$ cat src/verilog/rip_defines.svh
// Constants for the shared interrupt pin multiplexer: register indices, bit positions,
// reset values and timing counts. Assumes a 20 MHz system clock.
`ifndef RIP_DEFINES_SVH
`define RIP_DEFINES_SVH

// Register indices; the APB byte address is four times the index.
`define RIP_IDX_CALIB      6'h08
`define RIP_IDX_WDOG       6'h09
`define RIP_IDX_ALM1_MON   6'h0A
`define RIP_IDX_FLAGS      6'h0F
`define RIP_IDX_TMR_CTRL   6'h11
`define RIP_IDX_PIN_STAT   6'h18

// Field positions.
`define RIP_BIT_OUT        7
`define RIP_BIT_FREQ_TEST    6
`define RIP_BIT_OSC_IRQ_EN   7
`define RIP_BIT_ALM_IRQ_EN   7
`define RIP_BIT_BKP_IRQ_EN   5
`define RIP_BIT_TMR_IRQ_EN   5
`define RIP_BIT_WDOG_FLAG    7
`define RIP_BIT_ALM_FLAG     6
`define RIP_BIT_TMR_FLAG     3
`define RIP_BIT_OSC_FAIL     2
`define RIP_BIT_STAT_PIN     0
`define RIP_BIT_STAT_BACKUP  1
`define RIP_BIT_STAT_IRQ     2

// Reset values of the control bits and of the sticky oscillator-fail flag.
`define RIP_RST_OUT        1'b1
`define RIP_RST_FREQ_TEST  1'b0
`define RIP_RST_OSC_IRQ_EN 1'b0
`define RIP_RST_ALM_IRQ_EN 1'b0
`define RIP_RST_BKP_IRQ_EN 1'b0
`define RIP_RST_TMR_IRQ_EN 1'b0
`define RIP_RST_OSC_FAIL   1'b1

// Timing: frequency-test rate and the derived half period in system clocks.
`define RIP_CLK_HZ         20000000
`define RIP_FT_FREQ_HZ     512
`define RIP_FT_HALF_CYC    (`RIP_CLK_HZ / (2 * `RIP_FT_FREQ_HZ))

`endif

$ cat src/verilog/rip_pkg.sv
// Types shared by the shared interrupt pin multiplexer.
// Assumes the constants of rip_defines.svh for field meaning.
package rip_pkg;

   // Configuration bits that steer the pin selection.
   typedef struct packed {
      logic out_level;
      logic freq_test_enable;
      logic osc_fail_irq_enable;
      logic alarm1_irq_enable;
      logic backup_irq_enable;
      logic timer_irq_enable;
   } rip_cfg_s;

   // What currently owns the shared pin.
   typedef enum logic [1:0] {
      RIP_SRC_LOW,
      RIP_SRC_HIGH,
      RIP_SRC_SQUARE,
      RIP_SRC_IRQ
   } rip_src_e;

endpackage

$ cat src/verilog/rip_top.sv
// Shared open-drain interrupt pin multiplexer of a serial real-time clock, with APB registers.
// Assumes timer, alarm and watchdog logic on the same clock, and an external pull-up on the pin.
//
// Operation
// - Enabled set oscillator-fail flag pulls the shared pin low, priority permitting.
// - Only writing the oscillator-fail flag to zero releases it; reads do nothing.
// - Clearing the enable releases the pin; re-enabling with flag set asserts at once.
// - Backup enable plus oscillator-fail enable lets oscillator failure assert in backup.
// - Pin is open drain, only pulls low; the host supplies the pull-up.
// - Timer, oscillator-fail, alarm 1 and watchdog are ORed into one request.
// - Frequency-test bit puts a 512 Hz square wave on the pin.
// - Main supply uses four sources; backup keeps only alarm 1 and oscillator-fail.
// - Main supply, level bit 0, frequency test 0: pin driven low.
// - Main supply, frequency test 1: square wave if level 0 or nothing enabled.
// - Main supply, level 1, something enabled: pin high until an enabled request or a watchdog timeout pends.
// - Main supply, level 1, frequency test 0, nothing enabled: pin released.
// - Backup mode ignores the frequency-test bit entirely.
// - Backup mode with backup enable 0: pin released whatever else.
// - Backup mode, level 1, neither alarm 1 nor oscillator-fail enabled: released.
// - Backup mode, backup enable 1, level 0: pin driven low.
// - Level bit is bit 7, frequency test bit 6, of register 08h.
// - Alarm 1 enable is bit 7, backup enable bit 5, of register 0Ah.
// - Oscillator-fail enable is bit 7 of 09h; timer enable bit 5 of 11h.
// - Further flags while low cause no extra edge; low until all serviced.
// - Oscillator stop sets the flag; it stays until written zero.
`timescale 1ns/10ps
`default_nettype none
`include "rip_defines.svh"

module rip_top #(
   parameter int unsigned FT_HALF_CYC = `RIP_FT_HALF_CYC
) (
   input  wire logic        clk_sys_i,
   input  wire logic        rst_b_i,
   // APB slave.
   input  wire logic        psel_i,
   input  wire logic        penable_i,
   input  wire logic        pwrite_i,
   input  wire logic [7:0]  paddr_i,
   input  wire logic [31:0] pwdata_i,
   output logic      [31:0] prdata_o,
   output logic             pready_o,
   output logic             pslverr_o,
   // Power state and source conditions.
   input  wire logic        backup_mode_i,
   input  wire logic        osc_stop_i,
   input  wire logic        timer_flag_i,
   input  wire logic        alarm1_flag_i,
   input  wire logic        watchdog_timeout_i,
   input  wire logic        watchdog_running_i,
   // Open-drain shared pin.
   input  wire logic        shared_irq_pin_i,
   output logic             shared_irq_pin_o,
   output logic             shared_irq_pin_oe_o
);

   // Synchronised asynchronous inputs: backup mode, oscillator stop, pin readback.
   logic [2:0]  sync1_q;
   logic [2:0]  sync2_q;
   wire         backup_s  = sync2_q[0];
   wire         osc_stop_s = sync2_q[1];
   wire         pin_s     = sync2_q[2];

   // Control registers and the sticky flag.
   rip_pkg::rip_cfg_s cfg_q;
   rip_pkg::rip_cfg_s cfg_d;
   logic        osc_fail_flag_q;
   logic        osc_fail_flag_d;
   logic [31:0] prdata_q;
   logic [31:0] prdata_d;

   // Square wave divider.
   logic [14:0] sq_cnt_q;
   logic        sq_q;

   // Address decode, shared by read and write paths.
   function automatic logic is_idx(input logic [7:0] addr, input logic [5:0] idx);
      is_idx = (addr[1:0] == 2'h0) && (addr[7:2] == idx);
   endfunction

   wire         sel_calib  = is_idx(paddr_i, `RIP_IDX_CALIB);
   wire         sel_wdog   = is_idx(paddr_i, `RIP_IDX_WDOG);
   wire         sel_alm    = is_idx(paddr_i, `RIP_IDX_ALM1_MON);
   wire         sel_flags  = is_idx(paddr_i, `RIP_IDX_FLAGS);
   wire         sel_tmr    = is_idx(paddr_i, `RIP_IDX_TMR_CTRL);
   wire         sel_stat   = is_idx(paddr_i, `RIP_IDX_PIN_STAT);
   wire         mapped     = sel_calib | sel_wdog | sel_alm | sel_flags | sel_tmr | sel_stat;
   wire         setup_ph   = psel_i & ~penable_i;
   wire         access_ph  = psel_i & penable_i;
   wire         wr_en      = access_ph & pwrite_i & mapped;

   // Zero wait states; an unmapped address answers with an error in the access phase.
   assign pready_o  = 1'b1;
   assign pslverr_o = access_ph & ~mapped;
   assign prdata_o  = prdata_q;

   // Request terms: timer, oscillator-fail and alarm 1 gated by their enables, then ORed with the watchdog; backup drops timer and watchdog.
   // The watchdog timeout is not gated at all; a running watchdog only counts toward the main-supply enable.
   wire         req_timer  = timer_flag_i & cfg_q.timer_irq_enable;
   wire         req_osc    = osc_fail_flag_q & cfg_q.osc_fail_irq_enable;
   wire         req_alarm  = alarm1_flag_i & cfg_q.alarm1_irq_enable;
   wire         irq_main   = req_timer | req_osc | req_alarm | watchdog_timeout_i;
   wire         irq_backup = req_osc | req_alarm;
   wire         en_main    = cfg_q.alarm1_irq_enable | cfg_q.osc_fail_irq_enable |
                             cfg_q.timer_irq_enable | watchdog_running_i;
   wire         en_backup  = cfg_q.alarm1_irq_enable | cfg_q.osc_fail_irq_enable;
   wire         irq_req    = backup_s ? irq_backup : irq_main;

   // Main supply, strongest first: a low level bit with the test bit clear forces the pin low;
   // the test bit then gives the square wave if the level bit is low or nothing is enabled;
   // with the level bit high and something enabled the request owns the pin; else released.
   // Backup: a clear backup enable releases the pin, then a low level bit pulls it low, then
   // the two backup sources own it; the test bit is not consulted, so a stale calibration
   // setting cannot toggle the pin on battery. A running watchdog counts as an enable, which
   // hands the pin to the request logic and silences the square wave while the level bit is high.
   // Priority selection; combinational so the pin follows mode and flags without a bus access.
   function automatic rip_pkg::rip_src_e pick_src(input logic bk, input rip_pkg::rip_cfg_s c,
                                                  input logic enm, input logic enb);
      if (bk) begin
         if (!c.backup_irq_enable) begin
            pick_src = rip_pkg::RIP_SRC_HIGH;
         end else if (!c.out_level) begin
            pick_src = rip_pkg::RIP_SRC_LOW;
         end else if (enb) begin
            pick_src = rip_pkg::RIP_SRC_IRQ;
         end else begin
            pick_src = rip_pkg::RIP_SRC_HIGH;
         end
      end else begin
         if (!c.out_level && !c.freq_test_enable) begin
            pick_src = rip_pkg::RIP_SRC_LOW;
         end else if (c.freq_test_enable && (!c.out_level || !enm)) begin
            pick_src = rip_pkg::RIP_SRC_SQUARE;
         end else if (enm) begin
            pick_src = rip_pkg::RIP_SRC_IRQ;
         end else begin
            pick_src = rip_pkg::RIP_SRC_HIGH;
         end
      end
   endfunction

   rip_pkg::rip_src_e src;
   logic              pin_level;

   // Pin level from the chosen owner; a pending request holds it low as one level.
   always_comb begin
      src = pick_src(backup_s, cfg_q, en_main, en_backup);
      case (src)
         rip_pkg::RIP_SRC_LOW:    pin_level = 1'b0;
         rip_pkg::RIP_SRC_HIGH:   pin_level = 1'b1;
         rip_pkg::RIP_SRC_SQUARE: pin_level = sq_q;
         rip_pkg::RIP_SRC_IRQ:    pin_level = ~irq_req;
         default:                 pin_level = 1'b1;
      endcase
   end

   // Open drain: the output value is always low and only the enable moves.
   // Driving the data high would fight the host's pull-up and any other device on the wire.
   assign shared_irq_pin_o    = 1'b0;
   assign shared_irq_pin_oe_o = ~pin_level;

   // Register write decode with field placement.
   always_comb begin
      cfg_d = cfg_q;
      if (wr_en && sel_calib) begin
         cfg_d.out_level        = pwdata_i[`RIP_BIT_OUT];
         cfg_d.freq_test_enable = pwdata_i[`RIP_BIT_FREQ_TEST];
      end
      if (wr_en && sel_wdog) begin
         cfg_d.osc_fail_irq_enable = pwdata_i[`RIP_BIT_OSC_IRQ_EN];
      end
      if (wr_en && sel_alm) begin
         cfg_d.alarm1_irq_enable = pwdata_i[`RIP_BIT_ALM_IRQ_EN];
         cfg_d.backup_irq_enable = pwdata_i[`RIP_BIT_BKP_IRQ_EN];
      end
      if (wr_en && sel_tmr) begin
         cfg_d.timer_irq_enable = pwdata_i[`RIP_BIT_TMR_IRQ_EN];
      end
   end

   // Sticky flag: a stop in the same cycle as a clearing write keeps the flag set.
   // Losing a stop event would hide a clock fault, so the set side must dominate.
   wire of_clear = wr_en & sel_flags & ~pwdata_i[`RIP_BIT_OSC_FAIL];
   assign osc_fail_flag_d = osc_stop_s | (osc_fail_flag_q & ~of_clear);

   // Read mux, captured in the setup phase so read data comes from a flip-flop.
   // Limitation: a flag that moves during the access phase shows up only on the next read.
   always_comb begin
      prdata_d = 32'h0000_0000;
      if (sel_calib) begin
         prdata_d[`RIP_BIT_OUT] = cfg_q.out_level;
         prdata_d[`RIP_BIT_FREQ_TEST] = cfg_q.freq_test_enable;
      end
      if (sel_wdog) begin
         prdata_d[`RIP_BIT_OSC_IRQ_EN] = cfg_q.osc_fail_irq_enable;
      end
      if (sel_alm) begin
         prdata_d[`RIP_BIT_ALM_IRQ_EN] = cfg_q.alarm1_irq_enable;
         prdata_d[`RIP_BIT_BKP_IRQ_EN] = cfg_q.backup_irq_enable;
      end
      if (sel_tmr) begin
         prdata_d[`RIP_BIT_TMR_IRQ_EN] = cfg_q.timer_irq_enable;
      end
      if (sel_flags) begin
         prdata_d[`RIP_BIT_WDOG_FLAG] = watchdog_timeout_i;
         prdata_d[`RIP_BIT_ALM_FLAG]  = alarm1_flag_i;
         prdata_d[`RIP_BIT_TMR_FLAG]  = timer_flag_i;
         prdata_d[`RIP_BIT_OSC_FAIL]  = osc_fail_flag_q;
      end
      if (sel_stat) begin
         prdata_d[`RIP_BIT_STAT_PIN]    = pin_s;
         prdata_d[`RIP_BIT_STAT_BACKUP] = backup_s;
         prdata_d[`RIP_BIT_STAT_IRQ]    = irq_req;
      end
   end

   // Two-stage synchronisers; the first stage feeds only the second.
   // A mode change therefore reaches the pin two clocks late, and the status word shows the same lag.
   always_ff @(posedge clk_sys_i or negedge rst_b_i) begin
      if (!rst_b_i) begin
         sync1_q <= 3'h0;
         sync2_q <= 3'h0;
      end else begin
         sync1_q <= {shared_irq_pin_i, osc_stop_i, backup_mode_i};
         sync2_q <= sync1_q;
      end
   end

   // Configuration, flag and read data registers.
   always_ff @(posedge clk_sys_i or negedge rst_b_i) begin
      if (!rst_b_i) begin
         cfg_q           <= '{`RIP_RST_OUT, `RIP_RST_FREQ_TEST, `RIP_RST_OSC_IRQ_EN,
                              `RIP_RST_ALM_IRQ_EN, `RIP_RST_BKP_IRQ_EN, `RIP_RST_TMR_IRQ_EN};
         osc_fail_flag_q <= `RIP_RST_OSC_FAIL;
         prdata_q        <= 32'h0000_0000;
      end else begin
         cfg_q           <= cfg_d;
         osc_fail_flag_q <= osc_fail_flag_d;
         if (setup_ph && !pwrite_i) begin
            prdata_q <= prdata_d;
         end
      end
   end

   // The divider runs free; backup mode simply never selects the square wave.
   // Running free costs a little power but avoids a phase jump when the test bit is set.
   always_ff @(posedge clk_sys_i or negedge rst_b_i) begin
      if (!rst_b_i) begin
         sq_cnt_q <= 15'h0000;
         sq_q     <= 1'b0;
      end else if (sq_cnt_q == 15'(FT_HALF_CYC - 1)) begin
         sq_cnt_q <= 15'h0000;
         sq_q     <= ~sq_q;
      end else begin
         sq_cnt_q <= sq_cnt_q + 15'h0001;
      end
   end
endmodule
`default_nettype wire

$ cat config.mk
export PLATFORM = sky130hd
export DESIGN_NAME = rip_top
export DESIGN_NICKNAME = d
export VERILOG_FILES = /design/src/verilog/rip_pkg.sv /design/src/verilog/rip_top.sv
export VERILOG_INCLUDE_DIRS = /design/src /design/src/verilog
export SDC_FILE = /design/constraint.sdc
export NUM_CORES = 1
export LEC_CHECK = 0
export ABC_AREA = 0
export BUFFER_PORTS_ARGS = -buffer_cell sky130_fd_sc_hd__buf_2
export CORE_UTILIZATION = 42
export CTS_CLUSTER_DIAMETER = 150
export DETAILED_ROUTE_END_ITERATION = 16
export GPL_TIMING_DRIVEN = 1
export PLACE_DENSITY = 0.76
export SETUP_SLACK_MARGIN = 0.02
export SLEW_MARGIN = 20
export SYNTH_ARGS = -nofsm -noshare
export SYNTH_HDL_FRONTEND = slang
export SYNTH_SLANG_ARGS = --single-unit
$ cat constraint.sdc
create_clock -name clk_sys_i -period 1.9 [get_ports clk_sys_i]
set_input_delay 0.19 -clock clk_sys_i [delete_from_list [all_inputs] [get_ports clk_sys_i]]
set_output_delay 0.19 -clock clk_sys_i [all_outputs]
set_load 0.03 [all_outputs]
# --- Word-level counts from Yosys, hierarchy flattened ---
# Index checks and enable logic that the tools add are counted.
# W data, S select, Z words.
word_totals:
  elab_cells: 92
  out_inout_bits: 36
  reg_bits: 36
  n_memories: 0
  latchBits: 0
  mem_bits_ro: 0
  mem_bits_rw: 0
  input_bits: 52
classes:
  order_cmp: 0
  bitwise: 31
  mux: 18
  n_addsub: 1
  reduce_logical: 20
  shift: 0
  multipliers: 0
  eq_ne: 10
  n_div: 0
ops:
  columns: ["cell", "n"]
  rows:
  - ["$eq A6 B4 Y1 const B", 4]
  - ["$mux W2", 10]
  - ["$add A15 B1 Y15 const B", 1]
  - ["$eq A15 B15 Y1 const B", 1]
  - ["$mux W15", 1]
  - ["$logic_and A1 B1 Y1", 13]
  - ["$or A1 B1 Y1", 13]
  - ["$eq A6 B5 Y1 const B", 2]
  - ["$and A1 B1 Y1", 11]
  - ["$not A1 Y1", 7]
  - ["$mux W1", 5]
  - ["$eq A2 B2 Y1 const B", 2]
  - ["$logic_not A1 Y1", 4]
  - ["$logic_not A2 Y1", 2]
  - ["$pmux W1 S4", 1]
  - ["$mux W3", 1]
  - ["$eq A2 B1 Y1 const B", 1]
  - ["$logic_or A1 B1 Y1", 1]

# --- Logic depth before layout (Yosys ltp) ---
logic_depth:
  word_depth: 13
  ltp_mapped: 6
  ltp_nobuf: 6

# --- Least setup slack after synthesis ---
# No wires, ideal clock.
synth_path:
  kind: "register to register"
  startpoint: "register sq_cnt_q[0]"
  endpoint: "register sq_cnt_q[11]"
  required_time_ps: 1775
  stages_incl_launch_ff: 7
  arrival_time_ps: 1710
  path_buffers: 0
  period_less_slack_ps: 1834
  slack_ps: 66
  setup_time_ps: 125
  cell_sequence: "dfrtp_1 -> inv_1 -> ha_1 -> or4bb_1 -> nor4_4 -> nand3b_1 -> nand3_1"
synth_via:
  elab_chain_len: 2
  word_cells_on_any_way: 3
  classes_between: "add/sub: 1; eq/ne: 1; mux: 1"
synth_rtl:
  columns: ["element", "line", "text"]
  rows:
  - ["from (decl)", "rip_top.sv:73", "logic [14:0] sq_cnt_q;"]
  - ["from (signal assigned)", "rip_top.sv:255", "sq_cnt_q <= sq_cnt_q + 15'h0001;"]
  - ["$add A15 B1 Y15 / $eq A15 B15 Y1 (equally long branches)", "rip_top.sv:255, rip_top.sv:251", null]
  - ["$mux W15 (*)", "rip_top.sv:251", "end else if (sq_cnt_q == 15'(FT_HALF_CYC - 1)) begin"]
# Every way passes the cells marked *; elsewhere a longest branch is shown, timed or not.
# A chain may end at the register's enable or synchronous reset.

# --- Worst setup path after layout ---
layout_path:
  startpoint: "register cfg_q[3] (netlist bit)"
  endpoint: "output shared_irq_pin_oe_o"
layout_via:
  elab_chain_len: 12
  word_cells_on_any_way: 26
  classes_between: "eq/ne: 3; mux: 9; bitwise: 10; reduce/logical: 4"
layout_rtl:
  columns: ["element", "line", "text"]
  rows:
  - ["from (decl)", "rip_top.sv:65", "rip_pkg::rip_cfg_s cfg_q;"]
  - ["from (signal assigned)", "rip_top.sv:232", "cfg_q <= '{`RIP_RST_OUT, `RIP_RST_FREQ_TEST, `RIP_RST_OSC_IRQ_EN,"]
  - ["from (signal assigned)", "rip_top.sv:237", "cfg_q <= cfg_d;"]
  - ["$or A1 B1 Y1", "rip_top.sv:104, rip_top.sv:106", null]
  - ["$or A1 B1 Y1", "rip_top.sv:104", "wire en_main = cfg_q.alarm1_irq_enable | cfg_q.osc_fail_irq_enable |"]
  - ["$or A1 B1 Y1", "rip_top.sv:105", "cfg_q.timer_irq_enable | watchdog_running_i;"]
  - ["$logic_not A1 Y1", "rip_top.sv:132", "end else if (c.freq_test_enable && (!c.out_level || !enm)) begin"]
  - ["$logic_or A1 B1 Y1", "rip_top.sv:132", null]
  - ["$logic_and A1 B1 Y1", "rip_top.sv:132", null]
  - ["$mux W2", "rip_top.sv:132", null]
  - ["$mux W2", "rip_top.sv:130", "if (!c.out_level && !c.freq_test_enable) begin"]
  - ["$mux W2", "rip_top.sv:119", "if (bk) begin"]
  - ["$eq A2 B2 Y1 (tied with other cells)", "rip_top.sv:148", "case (src)"]
  - ["$pmux W1 S4 (*)", "rip_top.sv:148", null]
  - ["$not A1 Y1 (*)", "rip_top.sv:160", "assign shared_irq_pin_oe_o = ~pin_level;"]
  - ["to (decl)", "rip_top.sv:54", "output logic shared_irq_pin_oe_o"]
# Marks and branches as above.

==> qor_table.md <==
| Item | Value |
|---|---|
| Run status | complete, no violations |
| Number of global-route vias before repair | 1356 |
| Clock network power share | 0.406 |
| Worst setup path startpoint | cfg_q[3]$_DFFE_PN0P_ |
| Worst setup path endpoint | shared_irq_pin_oe_o |
| Top_reg_cell synth | dfrtp_1 |
| Area added between synthesis and finish | 15.7% |
| Post-synthesis async set-or-reset flop share | 1.00 |
| Vertical die dimension | 70.1 um |
| Net Sw Power | 0.395 mW |
| Max_cap viols | 0 |
| Mean instance size in the synthesized netlist | 10.3 um^2 |
| Reg2reg path depth | 5 |
| Final cell count without fillers | 287 |
| Deepest level of the CTS H-tree | 2 |
| Initial antenna violation count | 0 |
| Layout cells sized above 1 | 0.251 |
| Worst endpoint data arrival time | 1630 ps |
| Required time at the worst-slack endpoint | 1710 ps |
| Endpoints failing setup | 0 |
| Top-level I/O count | 88 |
| Aggregate routed wire length | 3510 um |
| Post-route clock period utilization | 0.956 |
| Number of clock buffers inserted by TritonCTS | 5 |
| Number of distinct library cell variants in the gate-level netlist after synthesis | 43 |
| Worst rel slew slack | 0.476 |
| Pwr Density | 711 nW/um^2 |
| Average wire length per cell after detail routing | 12.2 um |
| Root Buffer | clkbuf_8 |
| Hold depth | 2 |
| Power Internal | 1.21 mW |
| Placement row count | 24 |
| Detail-routed via count per cell | 5.07 |
| Worst hold path type | primary input to flop |
| Remaining global-route overflow | 0 |
| Drt first pass iters | 4 |
| Wire length of the first global-routing pass | 6060 um |
| 1st-iter DRT viols | 93 |
| Initial Util | 0.441 |
| Sequential cell fraction of total power | 0.488 |
| Total global-route track usage | 0.158 |
| Fillers | 414 |
| Max-slew violation total from the final report | 0 |
| Maximum clock skew at final layout | 7.46 ps |
| Cell count after placement | 274 |
| Startpoint of the lowest-slack register-to-register path | sq_cnt_q[1]$_DFF_PN0_ |
| Accumulated negative setup slack | 0 ps |
| Die area | 4910 um^2 |
| Pin count of the biggest net entering global routing | 37 |
| Via count of the routed design | 1454 |
| Cell with the biggest individual delay on the critical path | dfrtp_1 |
| GP Congestion | 0.830 |
| Max Fclk | 0.551 GHz |
| Critical path type | flop to output pin |
| Critical Path Fanout Max | 5 |
| CTS Sinks | 36 |
| Peak VDD IR | 0.000481 V |
| Final core utilization | 0.511 |
| Maximum clock path buffer count | 2 |
| Register area share after synthesis | 0.464 |
| Worst-path clk slew | 70 ps |
| Number of synthesized flops with an enable pin | 0 |
| Number of instances in the synthesized netlist | 190 |
| Kind of start point of the critical path | flop |
| Final HPWL DP | 2660 um |
| Final nets | 288 |
| Horizontal extent of the die | 70.1 um |
| Antenna diodes | 0 |
| Fraction of power spent switching nets | 0.247 |
| Number of warnings reported in the yosys synthesis log | 0 |
| Core region area | 4410 um^2 |
| Unrepaired setup endpoints after global routing | false |
| CTS tree | done |
| Stage delay of the slowest cell on the critical path | 430 ps |
| Leakage power of the design | 1.09 nW |
| Antenna violation net count after detailed routing | 0 |
| Comb pwr share | 0.107 |
| Clock Latency Late Sink | 290 ps |
| Syn Std Cell Area | 1950 um^2 |
| Count of unresolved DRC violations after routing | 0 |
| Worst path cell trace | o41ai_2, a22oi_1, a32o_1, buf_6 |
| Clock period minus worst slack | 1820 ps |
| Critical Path Sink Type | output pin |
| Synth Register Bits | 36 |
| Final count of hold timing violations | 0 |
| Count of input and output buffers | 32 |
| Crit Reg-Reg Endpoint | sq_cnt_q[2]$_DFF_PN0_ |
| Worst R2R Setup Slack | 130 ps |
| Slew of the pin with the lowest slew margin | 786 ps |
## power groups by stage
stage	Clock, mW	Combinational (mW)	Sequential [mW]
CTS	0.671	0.168	0.781
floorplan	0	0.148	0.795
global placement	0	0.160	0.795
finish	0.650	0.171	0.781
global route	0.710	0.186	0.782
detailed placement	0	0.162	0.796
## critical path: cells and delay by family (launching register included)
| kind | cells | cell delay [ps] |
|---|---|---|
| DFF | 1 | 430 |
| buffers and inverters | 1 | 140 |
| AOI/OAI and AO/OA | 3 | 760 |
## layer usage
| metal | wire, um | global-route usage | up-vias |
|---|---|---|---|
| met3 | 230 | 0.0620 | 5 |
| met1 | 1590 | 0.200 | 685 |
| li1 | - | - | 710 |
| met5 | 0 | 0 | - |
| met2 | 1650 | 0.247 | 54 |
| met4 | 48 | 0.0533 | 0 |
## cell families (layout without fill, tap and decap cells)
family          after synthesis  count (layout)  synth area share
mux                           7               7            0.0398
buf+inv                      33              53             0.116
compound gates               26              26            0.0867
other cells                   2              27           0.00386
xor+xnor                     12              12            0.0539
fa+ha+maj                     2               2            0.0128
flops                        36              36             0.464
simple gates                 72              72             0.223
## Yosys cell counts (all sizes together), types with 2 or more instances
master | number | area share
o21ai | 7 | 0.018
xor2 | 7 | 0.031
o211ai | 2 | 0.0077
a21oi | 7 | 0.018
nor2b | 3 | 0.0096
nand2 | 14 | 0.027
inv | 4 | 0.0077
and4 | 2 | 0.0096
mux2 | 6 | 0.035
nor3 | 3 | 0.0077
nand3 | 11 | 0.028
a22o | 2 | 0.0090
xnor2 | 5 | 0.022
conb | 2 | 0.0039
or4b | 2 | 0.012
nand4b | 2 | 0.0090
or4bb | 3 | 0.017
a22oi | 2 | 0.0077
or3b | 3 | 0.013
nand3b | 2 | 0.0077
dfstp | 2 | 0.027
buf | 28 | 0.11
dfrtp | 34 | 0.44
and3 | 2 | 0.0064
nand4 | 5 | 0.016
ha | 2 | 0.013
o41ai | 2 | 0.0090
nand2b | 2 | 0.0064
nor2 | 13 | 0.025
## through the flow
stage	hold slack, ps	area (um^2)	power [mW]	setup WS, ps
after floorplan	-106	2040	0.943	65.7
after global placement	301	2090	0.955	158
after detailed placement	303	2090	0.958	126
after CTS	1.58	2230	1.62	27.1
after global routing	142	2250	1.68	26.1
final	145	2250	1.60	83.7
## registers in the layout, indices dropped and copies added, names as in the netlist
name / flops
sq_cnt_q: 15
sq_q: 1
sync1_q: 3
osc_fail_flag_q: 1
sync2_q: 3
cfg_q: 6
prdata_o: 7
## final cells by class
type / count / area [um^2] / area share
clock buffer: 6 / 72.6 / 0.0322
clock inverter: 2 / 35.0 / 0.0155
inverter: 4 / 15.0 / 0.00666
multi-input combinational: 146 / 920 / 0.408
sequential: 36 / 903 / 0.401
tap: 52 / 65.1 / 0.0289
timing repair buffer: 41 / 244 / 0.108
## how the worst min path moves through the flow
stage / start / to
floorplan: rst_b_i / cfg_q[0]$_DFFE_PN0P_
global placement: shared_irq_pin_i / sync1_q[2]$_DFF_PN0_
detailed placement: backup_mode_i / sync1_q[0]$_DFF_PN0_
CTS: shared_irq_pin_i / sync1_q[2]$_DFF_PN0_
global route: pwdata_i[5] / cfg_q[1]$_DFFE_PN0P_
finish: pwdata_i[5] / cfg_q[1]$_DFFE_PN0P_
## placed cells by master (no fill, tap or decap), types with 3 or more instances in the layout
cell / count
buf_2: 31
nand2_1: 14
dfrtp_1: 34
clkbuf_8: 5
o21ai_0: 7
xnor2_1: 5
mux2_2: 6
buf_4: 5
nor2b_1: 3
nor3_1: 3
a21oi_1: 7
or3b_2: 3
or4bb_1: 3
inv_1: 4
conb_1: 27
nand4_1: 5
nand3_1: 11
dlygate4sd3_1: 4
xor2_1: 7
nor2_1: 13
## repair_timing
item	CTS	global route
gates resized for setup	1	3
buffers inserted	0	1
hold endpoints to repair	11	1
setup endpoints to repair	1	1
hold buffers	3	1
cloned	0	0
pin swaps	0	2
Note: power is estimated with default switching activity, not from simulation.
